--- src/tat_pkg.sv ---
// Constants and types shared by the type A sixteen-bit timer.
package tat_pkg;

    // Register word offsets (byte addresses).
    localparam logic [15:0] OFF_CTRL   = 16'h0600;
    localparam logic [15:0] OFF_COUNT  = 16'h0610;
    localparam logic [15:0] OFF_PERIOD = 16'h0620;
    localparam logic [15:0] OFF_STATUS = 16'h0630;

    // Alias sub-offsets inside each register block.
    localparam logic [3:0] SUB_WRITE = 4'h0;
    localparam logic [3:0] SUB_CLR   = 4'h4;
    localparam logic [3:0] SUB_SET   = 4'h8;
    localparam logic [3:0] SUB_INV   = 4'hC;

    // Control register field positions.
    localparam int BIT_ON      = 15;
    localparam int BIT_IDLE    = 13;
    localparam int BIT_WBLOCK  = 12;
    localparam int BIT_PENDING = 11;
    localparam int BIT_ECS_HI  = 9;
    localparam int BIT_ECS_LO  = 8;
    localparam int BIT_GATE    = 7;
    localparam int BIT_PS_HI   = 5;
    localparam int BIT_PS_LO   = 4;
    localparam int BIT_SYNC    = 2;
    localparam int BIT_CS      = 1;

    // Status register field position.
    localparam int BIT_MATCH = 0;

    // Reset values.
    localparam logic [15:0] COUNT_RESET  = 16'h0000;
    localparam logic [15:0] PERIOD_RESET = 16'hFFFF;

    // External clock select codes.
    localparam logic [1:0] ECS_SOSC   = 2'h0;
    localparam logic [1:0] ECS_PIN    = 2'h1;
    localparam logic [1:0] ECS_RC_OSC = 2'h2;

    // Prescaler terminal counts for 1:1, 1:8, 1:64 and 1:256.
    localparam logic [7:0] PS_TERM_1   = 8'h00;
    localparam logic [7:0] PS_TERM_8   = 8'h07;
    localparam logic [7:0] PS_TERM_64  = 8'h3F;
    localparam logic [7:0] PS_TERM_256 = 8'hFF;

    typedef struct packed {
        logic       on;
        logic       idle_stop;
        logic       async_write_block;
        logic [1:0] external_clock_select;
        logic       gate_accumulate_enable;
        logic [1:0] prescale_select;
        logic       external_clock_sync;
        logic       clock_source_select;
    } tat_ctrl_t;

    localparam tat_ctrl_t CTRL_RESET = '0;

endpackage : tat_pkg

--- src/tat_timer.sv ---
// Type A sixteen-bit timer with an APB register slave.
//
// Register access over APB is this design's own decision.
`timescale 1ns/1ps

// Overview of operation
// Timer counts only while enable bit set.
// Idle-stop bit halts timer in idle mode.
// Write block ignores count writes while pending.
// Pending bit shows unfinished asynchronous count write.
// Pending bit reads zero in synchronous mode.
// Select field picks oscillator, pin or RC.
// Gate bit accumulates gated time, internal only.
// Prescaler divides by 1, 8, 64, 256.
// Sync bit synchronises external input, external only.
// Source bit picks external or peripheral clock.
// Unimplemented control bits read as zero.
// Reset clears control, count; period all ones.
// Clear, set, invert aliases at plus 4, 8, C.
// Software avoids access right after disabling.
// Four counting modes, synchronous and asynchronous.
// Count wraps at period, raising match event.
// Pending clears once transferred value loads.
module tat_timer (
    // Clock and reset
    input  wire logic        clock,
    input  wire logic        sys_rst,
    // APB slave
    input  wire logic        psel,
    input  wire logic        penable,
    input  wire logic        pwrite,
    input  wire logic [15:0] paddr,
    input  wire logic [31:0] pwdata,
    output logic      [31:0] prdata_q,
    output logic             pready_q,
    output logic             pslverr_q,
    // Device state
    input  wire logic        idle_mode,
    // External clock sources, asynchronous to clock
    input  wire logic        sosc_in,
    input  wire logic        timer_clock_pin,
    input  wire logic        low_power_rc_oscillator,
    // Events and state
    output logic             period_match_q,
    output logic             timer_running_q
);

    // Register state.
    tat_pkg::tat_ctrl_t ctrl_q;
    logic [15:0]        count_q;
    logic [15:0]        period_q;
    logic               match_flag_q;

    // Asynchronous write transfer.
    logic               pending_q;
    logic [15:0]        hold_q;

    // Input synchronisers and edge detection.
    logic [2:0]         in_s1_q;
    logic [2:0]         in_s2_q;
    logic               ext_prev_q;
    logic               ext_prev2_q;

    // Prescaler.
    logic [7:0]         psc_q;

    // Combinational terms.
    logic [15:0]        base;
    logic [3:0]         sub;
    logic               sel_ctrl;
    logic               sel_count;
    logic               sel_period;
    logic               sel_status;
    logic               mapped;
    logic               setup;
    logic               wr_en;
    logic               async_mode;
    logic               pend_rd;
    logic [31:0]        ctrl_word;
    logic [31:0]        ctrl_new;
    logic [31:0]        count_new;
    logic [31:0]        period_new;
    logic [31:0]        rdata;
    logic               cnt_wr;
    logic               cnt_accept;
    logic               ext_lvl;
    logic               gate_lvl;
    logic               edge_async;
    logic               edge_sync;
    logic               ext_evt;
    logic               src_evt;
    logic               run;
    logic [7:0]         ps_term;
    logic               tick;
    logic               at_period;
    logic               async_load;

    // Alias write: plain store, clear, set or toggle of written ones.
    function automatic logic [31:0] alias_apply(
        input logic [3:0]  s,
        input logic [31:0] old,
        input logic [31:0] wd
    );
        logic [31:0] r;
        r = old;
        case (s)
            tat_pkg::SUB_WRITE: r = wd;
            tat_pkg::SUB_CLR:   r = old & ~wd;
            tat_pkg::SUB_SET:   r = old | wd;
            tat_pkg::SUB_INV:   r = old ^ wd;
            default:            r = old;
        endcase
        return r;
    endfunction : alias_apply

    // APB address decode.
    assign base       = {paddr[15:4], 4'h0};
    assign sub        = paddr[3:0];
    assign sel_ctrl   = (base == tat_pkg::OFF_CTRL);
    assign sel_count  = (base == tat_pkg::OFF_COUNT);
    assign sel_period = (base == tat_pkg::OFF_PERIOD);
    assign sel_status = (base == tat_pkg::OFF_STATUS);
    assign mapped     = (paddr[1:0] == 2'h0)
                      & (sel_ctrl | sel_count | sel_period | sel_status);
    assign setup      = psel & ~penable;
    assign wr_en      = psel & penable & pwrite & pready_q & mapped;

    // Asynchronous mode is an external source counted without synchronisation.
    assign async_mode = ctrl_q.clock_source_select & ~ctrl_q.external_clock_sync;
    assign pend_rd    = pending_q & async_mode; // see

    // Control word image; unimplemented bits stay zero.
    always_comb begin
        ctrl_word                          = 32'h0000_0000;
        ctrl_word[tat_pkg::BIT_ON]         = ctrl_q.on;
        ctrl_word[tat_pkg::BIT_IDLE]       = ctrl_q.idle_stop;
        ctrl_word[tat_pkg::BIT_WBLOCK]     = ctrl_q.async_write_block;
        ctrl_word[tat_pkg::BIT_PENDING]    = pend_rd;
        ctrl_word[tat_pkg::BIT_ECS_HI:tat_pkg::BIT_ECS_LO] = ctrl_q.external_clock_select;
        ctrl_word[tat_pkg::BIT_GATE]       = ctrl_q.gate_accumulate_enable;
        ctrl_word[tat_pkg::BIT_PS_HI:tat_pkg::BIT_PS_LO]   = ctrl_q.prescale_select;
        ctrl_word[tat_pkg::BIT_SYNC]       = ctrl_q.external_clock_sync;
        ctrl_word[tat_pkg::BIT_CS]         = ctrl_q.clock_source_select;
    end

    assign ctrl_new   = alias_apply(sub, ctrl_word, pwdata);
    assign count_new  = alias_apply(sub, {16'h0000, count_q}, pwdata);
    assign period_new = alias_apply(sub, {16'h0000, period_q}, pwdata);

    // Read mux; alias addresses read back the register they belong to.
    always_comb begin
        rdata = 32'h0000_0000;
        if (sel_ctrl) begin
            rdata = ctrl_word;
        end else if (sel_count) begin
            rdata = {16'h0000, count_q};
        end else if (sel_period) begin
            rdata = {16'h0000, period_q};
        end else if (sel_status) begin
            rdata[tat_pkg::BIT_MATCH] = match_flag_q;
        end
    end

    // APB answer: one access cycle, data prepared during setup.
    always_ff @(posedge clock) begin
        if (sys_rst) begin
            pready_q  <= 1'b0;
            pslverr_q <= 1'b0;
            prdata_q  <= 32'h0000_0000;
        end else begin
            pready_q  <= setup;
            pslverr_q <= setup & ~mapped;
            prdata_q  <= (setup & ~pwrite & mapped) ? rdata : 32'h0000_0000;
        end
    end

    // Control register.
    always_ff @(posedge clock) begin
        if (sys_rst) begin
            ctrl_q <= tat_pkg::CTRL_RESET;
        end else if (wr_en & sel_ctrl) begin
            ctrl_q.on                     <= ctrl_new[tat_pkg::BIT_ON];
            ctrl_q.idle_stop              <= ctrl_new[tat_pkg::BIT_IDLE];
            ctrl_q.async_write_block      <= ctrl_new[tat_pkg::BIT_WBLOCK];
            ctrl_q.external_clock_select  <=
                ctrl_new[tat_pkg::BIT_ECS_HI:tat_pkg::BIT_ECS_LO];
            ctrl_q.gate_accumulate_enable <= ctrl_new[tat_pkg::BIT_GATE];
            ctrl_q.prescale_select        <=
                ctrl_new[tat_pkg::BIT_PS_HI:tat_pkg::BIT_PS_LO];
            ctrl_q.external_clock_sync    <= ctrl_new[tat_pkg::BIT_SYNC];
            ctrl_q.clock_source_select    <= ctrl_new[tat_pkg::BIT_CS];
        end
    end

    // Period register.
    always_ff @(posedge clock) begin
        if (sys_rst) begin
            period_q <= tat_pkg::PERIOD_RESET;
        end else if (wr_en & sel_period) begin
            period_q <= period_new[15:0];
        end
    end

    // External sources pass two flip-flops before any logic sees them.
    always_ff @(posedge clock) begin
        if (sys_rst) begin
            in_s1_q <= 3'h0;
            in_s2_q <= 3'h0;
        end else begin
            in_s1_q <= {low_power_rc_oscillator, timer_clock_pin, sosc_in};
            in_s2_q <= in_s1_q;
        end
    end

    // Source selection; the reserved code yields no edges.
    always_comb begin
        case (ctrl_q.external_clock_select)
            tat_pkg::ECS_SOSC: ext_lvl = in_s2_q[0];
            tat_pkg::ECS_PIN:  ext_lvl = in_s2_q[1];
            tat_pkg::ECS_RC_OSC: ext_lvl = in_s2_q[2];
            default:           ext_lvl = 1'b0;
        endcase
    end

    // The pin doubles as the gate input in internal mode.
    assign gate_lvl = in_s2_q[1];

    always_ff @(posedge clock) begin
        if (sys_rst) begin
            ext_prev_q  <= 1'b0;
            ext_prev2_q <= 1'b0;
        end else begin
            ext_prev_q  <= ext_lvl;
            ext_prev2_q <= ext_prev_q;
        end
    end

    // Synchronised mode resamples once more, trading a cycle of latency
    // for alignment with the register clock.
    assign edge_async = ext_lvl & ~ext_prev_q;
    assign edge_sync  = ext_prev_q & ~ext_prev2_q;
    assign ext_evt    = ctrl_q.external_clock_sync ? edge_sync : edge_async;

    // Gating applies only to the internal clock.
    always_comb begin
        if (ctrl_q.clock_source_select) begin
            src_evt = ext_evt;
        end else if (ctrl_q.gate_accumulate_enable) begin
            src_evt = gate_lvl;
        end else begin
            src_evt = 1'b1;
        end
    end

    // Enable and idle-stop together decide whether the timer runs.
    assign run = ctrl_q.on
               & ~(ctrl_q.idle_stop & idle_mode);

    always_comb begin
        case (ctrl_q.prescale_select)
            2'h0:    ps_term = tat_pkg::PS_TERM_1;
            2'h1:    ps_term = tat_pkg::PS_TERM_8;
            2'h2:    ps_term = tat_pkg::PS_TERM_64;
            2'h3:    ps_term = tat_pkg::PS_TERM_256;
            default: ps_term = tat_pkg::PS_TERM_1;
        endcase
    end

    // Prescaler restarts whenever the timer stops.
    always_ff @(posedge clock) begin
        if (sys_rst | ~run) begin
            psc_q <= 8'h00;
        end else if (src_evt) begin
            psc_q <= (psc_q >= ps_term) ? 8'h00 : psc_q + 8'h01;
        end
    end

    assign tick      = run & src_evt & (psc_q >= ps_term);
    assign at_period = (count_q == period_q);

    // Count writes and the asynchronous transfer.
    assign cnt_wr     = wr_en & sel_count;
    assign cnt_accept = cnt_wr
                      & ~(async_mode & ctrl_q.async_write_block & pending_q);
    // The held value lands on the next source edge, even while disabled,
    // so a write made before enabling is not left hanging.
    assign async_load = pending_q & edge_async;

    always_ff @(posedge clock) begin
        if (sys_rst) begin
            hold_q <= tat_pkg::COUNT_RESET;
        end else if (cnt_accept & async_mode) begin
            hold_q <= count_new[15:0];
        end
    end

    // A fresh accepted write wins over the load finishing in the same cycle.
    always_ff @(posedge clock) begin
        if (sys_rst) begin
            pending_q <= 1'b0;
        end else if (~async_mode) begin
            pending_q <= 1'b0;
        end else if (cnt_accept) begin
            pending_q <= 1'b1;
        end else if (async_load) begin
            pending_q <= 1'b0;
        end
    end

    always_ff @(posedge clock) begin
        if (sys_rst) begin
            count_q <= tat_pkg::COUNT_RESET;
        end else if (cnt_accept & ~async_mode) begin
            count_q <= count_new[15:0];
        end else if (async_load) begin
            count_q <= hold_q;
        end else if (tick) begin
            count_q <= at_period ? 16'h0000 : count_q + 16'h0001;
        end
    end

    // Match event: one-cycle pulse plus a sticky flag cleared by writing one.
    always_ff @(posedge clock) begin
        if (sys_rst) begin
            period_match_q <= 1'b0;
        end else begin
            period_match_q <= tick & at_period;
        end
    end

    always_ff @(posedge clock) begin
        if (sys_rst) begin
            match_flag_q <= 1'b0;
        end else if (tick & at_period) begin
            match_flag_q <= 1'b1;
        end else if (wr_en & sel_status & pwdata[tat_pkg::BIT_MATCH]) begin
            match_flag_q <= 1'b0;
        end
    end

    always_ff @(posedge clock) begin
        if (sys_rst) begin
            timer_running_q <= 1'b0;
        end else begin
            timer_running_q <= run;
        end
    end

endmodule : tat_timer

--- config.mk ---
export PLATFORM = sky130hd
export DESIGN_NAME = tat_timer
export DESIGN_NICKNAME = d
export VERILOG_FILES = /design/src/tat_pkg.sv /design/src/tat_timer.sv
export SDC_FILE = /design/constraint.sdc
export NUM_CORES = 1
export LEC_CHECK = 0
export BUFFER_PORTS_ARGS = -buffer_cell sky130_fd_sc_hd__buf_2
export CORE_ASPECT_RATIO = 0.6
export CORE_UTILIZATION = 45
export CTS_CLUSTER_SIZE = 16
export DETAILED_ROUTE_END_ITERATION = 16
export PLACE_DENSITY_LB_ADDON = 0.1
export SLEW_MARGIN = 20
export SYNTH_ARGS = -nofsm -noshare
export SYNTH_HDL_FRONTEND = slang
export SYNTH_SLANG_ARGS = --single-unit
--- constraint.sdc ---
create_clock -name clock -period 2.95 [get_ports clock]
set_input_delay 0.1475 -clock clock [delete_from_list [all_inputs] [get_ports clock]]
set_output_delay 0.1475 -clock clock [all_outputs]
set_load 0.005 [all_outputs]
Word-level counts from Yosys, hierarchy flattened
Index checks and enable logic that the tools add are counted.

Flip-flop bits (word level): 112. Bits in latches: 0. RAM bits: 0. Bits in read-only memories: 0. Input port bits: 57. Output and inout port bits: 36. Memories: 0.

Add/sub/neg operators: 2. $mul: 0. Div/mod/pow operators: 0. $lt $le $gt $ge: 1. Eq/ne operators: 13. Shift-type cells: 0. Multiplexer cells: 22. Bitwise operators: 54. Reduce and logical (&&, ||, !) cells: 14.

Operators with widths (number): $pmux W16 S4 (3); $mux W16 (6); $and A16 B16 Y16 (3); $eq A12 B7 Y1 const B (4); $or A16 B16 Y16 (3); $xor A16 B16 Y16 (3); $pmux W8 S4 (1); $and A1 B1 Y1 (29); $add A16 B1 Y16 const B (1); $eq A16 B16 Y1 (1); $not A16 Y16 (1); $mux W15 (1); $not A1 Y1 (11); $mux W1 (9); $add A8 B1 Y8 const B (1); $eq A4 B4 Y1 const B (2); $ge A8 B8 Y1 (1); $mux W8 (1); $eq A2 B2 Y1 const B (3); $logic_not A2 Y1 (3); $eq A2 B1 Y1 const B (2); $eq A4 B3 Y1 const B (1); $logic_not A4 Y1 (1); $or A1 B1 Y1 (4); other kinds (8) (11).

Longest topological paths before layout
Word-level depth: 10. Mapped depth: 10.

Least setup slack after synthesis
Ideal clock, no wire load.

Kind: register to register. From: reg count_q[1]. To: reg count_q[1]. Arrival: 2.003 ns. Data required time: 2.806 ns. Slack: 0.803 ns. Stages on the path, launching flop included: 9. Path buffers: 2. Period minus slack after synthesis: 2.147 ns. Cells stage by stage: dfxtp_1 > clkbuf_1 > xnor2_1 > nand4_1 > nor4_1 > clkbuf_1 > o21ai_0 > mux2i_1 > o22ai_1.

Cells in the longest elaborated chain, start to end: 5.

Ends and longest elaborated chain: start: declaration (line tat_timer.sv:50) `logic [15:0] count_q;`; start signal: assignment (line tat_timer.sv:312) `count_q <= tat_pkg::COUNT_RESET;`; start signal: assignment (line tat_timer.sv:314) `count_q <= count_new[15:0];`; start signal: assignment (line tat_timer.sv:316) `count_q <= hold_q;`; $add A16 B1 Y16 / $eq A16 B16 Y1 (equally long branches) (line tat_timer.sv:318, tat_timer.sv:279); $mux W16 (line tat_timer.sv:318) `count_q <= at_period ? 16'h0000 : count_q + 16'h0001;`; $mux W16 (line tat_timer.sv:317) `end else if (tick) begin`; $mux W16 (line tat_timer.sv:315) `end else if (async_load) begin`; $mux W16 * (line tat_timer.sv:313) `end else if (cnt_accept & ~async_mode) begin`.

Every way passes the cells marked *; elsewhere a longest branch is shown, timed or not. The select of a mux whose other input is x is not followed. A chain may end at the register's enable or synchronous reset.

Worst setup path in the final report
From: reg ctrl_q[1] in the netlist's numbering. To: reg count_q[3].

Cells in the longest elaborated chain, start to end: 8.

Ends and longest elaborated chain: start: declaration (line tat_timer.sv:49) `tat_pkg::tat_ctrl_t ctrl_q;`; start signal: assignment (line tat_timer.sv:180) `ctrl_q <= tat_pkg::CTRL_RESET;`; $not A1 Y1 (line tat_timer.sv:129) `assign async_mode = ctrl_q.clock_source_select & ~ctrl_q.external_clock_sync;`; $and A1 B1 Y1 (line tat_timer.sv:129); $and A1 B1 Y1 (2 in a row) (line tat_timer.sv:284) `& ~(async_mode & ctrl_q.async_write_block & pending_q);`; $not A1 Y1 (line tat_timer.sv:284); $and A1 B1 Y1 (line tat_timer.sv:284); $and A1 B1 Y1 (line tat_timer.sv:313); $reduce_bool A3 Y1 (no source line) / $mux W16 (equally long branches).

Several ways; a longest one is shown, not always the timed one.

==> results.py <==
metrics = {
    "run_status": {
        "status": "complete, no violations",
    },
    "synthesis": {
        "syn_area_sq_um": 7173,
        "synth.area.top_cells": "dfxtp_1, ha_1, nor2_1",
        "synth_top_area_cell": "dfxtp_1",
        "synth_async_sr_flop_share_pct": 0,
        "synth_top_area_share_pct": 26.79,
        "synthCells": 896,
        "synth_common_cells": "nor2_1, dfxtp_1, ha_1",
        "ys_warn_count": 0,
        "synthFlopType": "dfxtp_1",
        "syn_area_per_cell_sq_um": 8.006,
        "yosys.area_share.simple_pct": 16.38,
        "synth_most_common_cell": "nor2_1",
        "synth-seq-cells": 96,
        "synth_seq_area_share_pct": 26.79,
        "synth_top_family_by_area": "compound AO/OA/AOI/OAI gates",
        "synthAdderAreaFrac_pct": 16.05,
        "synth-xor-area-share_pct": 4.151,
        "synth_compound_area_share_pct": 19.62,
        "synthMuxAreaShare_pct": 7.535,
        "yosysUniqueCellTypes": 58,
        "synth_edf_count": 0,
    },
    "sta": {
        "slew_violations": 0,
        "rsz0062_at_grt": "no",
        "max_freq_mhz": 389.8,
        "skew_ns": 0.008016,
        "finalHoldViolations": 0,
        "setup_viol": 0,
        "slew_headroom_pct": 27.17,
        "fin_crit_sh_pct": 86.97,
        "fin_crit_ns": 2.566,
        "tightest_slew_ns": 1.085,
        "finalSetupTns_ns": 0,
    },
    "min_path": {
        "hold_path_class": "in2reg",
        "hold_depth": 2,
    },
    "clock_tree": {
        "clock_sinks": 96,
        "root_buffer": "clkbuf_16",
        "postCtsHoldBufs": 1,
        "cts_resized": 0,
        "cts.reportedPaths.clkPinSlew_ns": 0.07,
        "cts_max_level": 3,
        "clk_latency_ns": 0.35,
        "cts_made_buffers": 9,
        "cts_buffer_depth": 2,
        "cts_tree": "yes",
        "postCtsSetupBuffers": 0,
    },
    "pwr": {
        "leakagePower_nw": 3.468,
        "finalPower_w": 0.002870,
        "peakVddDrop_mv": 0.2372,
        "powerDensity_nw_per_um2": 361.6,
    },
    "place": {
        "gp_congestion": 0.9209,
        "hpwl_microns": 15980,
        "port_buffers": 60,
    },
    "routing": {
        "ant_nets": 0,
        "vias": 6578,
        "dr.first_iter.drc_count": 571,
        "drc": 0,
        "postRouteWirelength_microns": 21750,
        "firstDrtPassIters": 5,
        "viasPerCell": 5.785,
        "wire_per_inst_microns": 19.13,
    },
    "job": {
        "max_cap_viol_count": 0,
    },
    "critical_path": {
        "crit_type": "reg2reg",
        "slowest_stage": "or4_4",
        "reg2reg_depth": 7,
        "crit_arrival_ns": 2.82,
        "path_cells": "or4_4 > a31oi_4 > o21ai_2 > o21ai_4 > buf_4 > nor2_1 > o32ai_1",
        "worstPathRequired_ns": 3.21,
        "cp-start-kind": "register",
        "cp_max_fo": 14,
        "r2r_slack_ns": 0.38,
        "critPathMaxStageDelay_ns": 0.57,
        "cp-end-kind": "register",
    },
    "layout": {
        "layout-drive-gt1-share_pct": 13.06,
        "antenna_cells": 0,
        "fin_nets": 1079,
        "post-route-util_pct": 51.34,
        "area_growth_pct": 10.64,
    },
    "global_routing": {
        "antenna_found_initial": 0,
        "grt_max_degree": 43,
        "grt_pass1_wl_microns": 34400,
        "grt_usage_pct": 27.18,
        "grt_pass1_vias": 6352,
        "grt_overflow_total": 0,
    },
    "die": {
        "dieArea_sq_um": 16470,
        "die_y_microns": 99.80,
        "core-area_sq_um": 15460,
        "io-pin-count": 93,
        "fp-row-count": 35,
        "chipWidth_microns": 165.0,
        "start_util_pct": 46.40,
    },
}
## critical path: cells and delay by family (launching register included)
family	cells	cell delay (ns)
DFF	1	0.43
and+or+nand+nor	2	0.62
buffers and inverters	1	0.25
AOI/OAI and AO/OA	4	1.16
## power breakdown
group          internal (W)  switching, W  total, W
clock              0.000676      0.000522   0.00120
combinational      0.000141      0.000228  0.000369
sequential          0.00130    0.00000248   0.00130
## registers in the layout (all words and copies together), names as in the netlist
signal and count:
pslverr_q 1, match_flag_q 1, hold_q 16, count_q 16, period_match_q 1, ctrl_q 10, timer_running_q 1, ext_prev_q 1
pending_q 1, pready_q 1, in_s1_q 3, prdata_q 16, ext_prev2_q 1, period_q 16, psc_q 8, in_s2_q 3
## cells by family after synthesis
kind of cell | count (synthesis)
buffers and inverters | 160
muxes | 40
AOI/OAI and AO/OA | 213
other | 1
and+or+nand+nor | 260
xor gates and xnor gates | 34
adders and majority gates | 92
DFF | 96
## metal layers
layer	routed length, microns	track usage (%)	vias up
li1	-	-	3146
met1	10260	37.97	3160
met2	9322	40.94	237
met3	1702	6.116	35
met4	467	9.527	0
met5	0	0	-
## layout make-up
cell class | count | area (sq um)
clock buffer | 12 | 246.5
clock inverter | 3 | 42.54
fill | 1490 | 7522
inverter | 82 | 307.8
multi-input combinational | 655 | 4638
sequential | 96 | 1922
tap | 203 | 254.0
timing repair buffer | 86 | 525.5
## metrics by stage
step / setup WS [ns] / cells / cell area, sq um / hold WS (ns)
2_1_floorplan: 0.8026 / 911 / 7229 / 0.2382
3_3_place_gp: 0.4520 / 1121 / 7637 / 0.3393
3_5_place_dp: 0.3938 / 1121 / 7637 / 0.3555
4_1_cts: 0.3878 / 1137 / 7936 / 0.04339
5_1_grt: 0.1453 / 1137 / 7936 / 0.05468
6_report: 0.3844 / 1137 / 7936 / 0.03933
## placed cells by master, fill, tap and decap left out, types with 4 or more instances in the layout
| master | n |
|---|---|
| nor2_1 | 124 |
| dfxtp_1 | 96 |
| ha_1 | 92 |
| inv_1 | 81 |
| a21oi_1 | 71 |
| nand2_1 | 61 |
| buf_2 | 59 |
| xnor2_1 | 33 |
| o22ai_1 | 28 |
| mux2i_1 | 27 |
| a211oi_1 | 27 |
| buf_4 | 24 |
| o211ai_1 | 19 |
| nor2b_1 | 18 |
| o21ai_0 | 16 |
| conb_1 | 16 |
| mux4_2 | 11 |
| nand4_1 | 10 |
| nand3_1 | 9 |
| o311a_1 | 9 |
| clkbuf_16 | 9 |
| a22oi_1 | 7 |
| a31oi_1 | 7 |
| nor3_1 | 7 |
| nor4_1 | 5 |
| a221oi_1 | 5 |
| nand2b_1 | 5 |
| a2111oi_0 | 5 |
| and2_1 | 4 |
| o32ai_1 | 4 |
## worst paths after layout
| check | from | end |
|---|---|---|
| worst min register to register | hold_q[6] | hold_q[6] |
| worst max register to register | ctrl_q[1] | count_q[3] |
| worst min-delay path | timer_clock_pin | in_s1_q[1] |
| worst max-delay path | ctrl_q[1] | count_q[3] |
(Power assumes the default switching activity.)
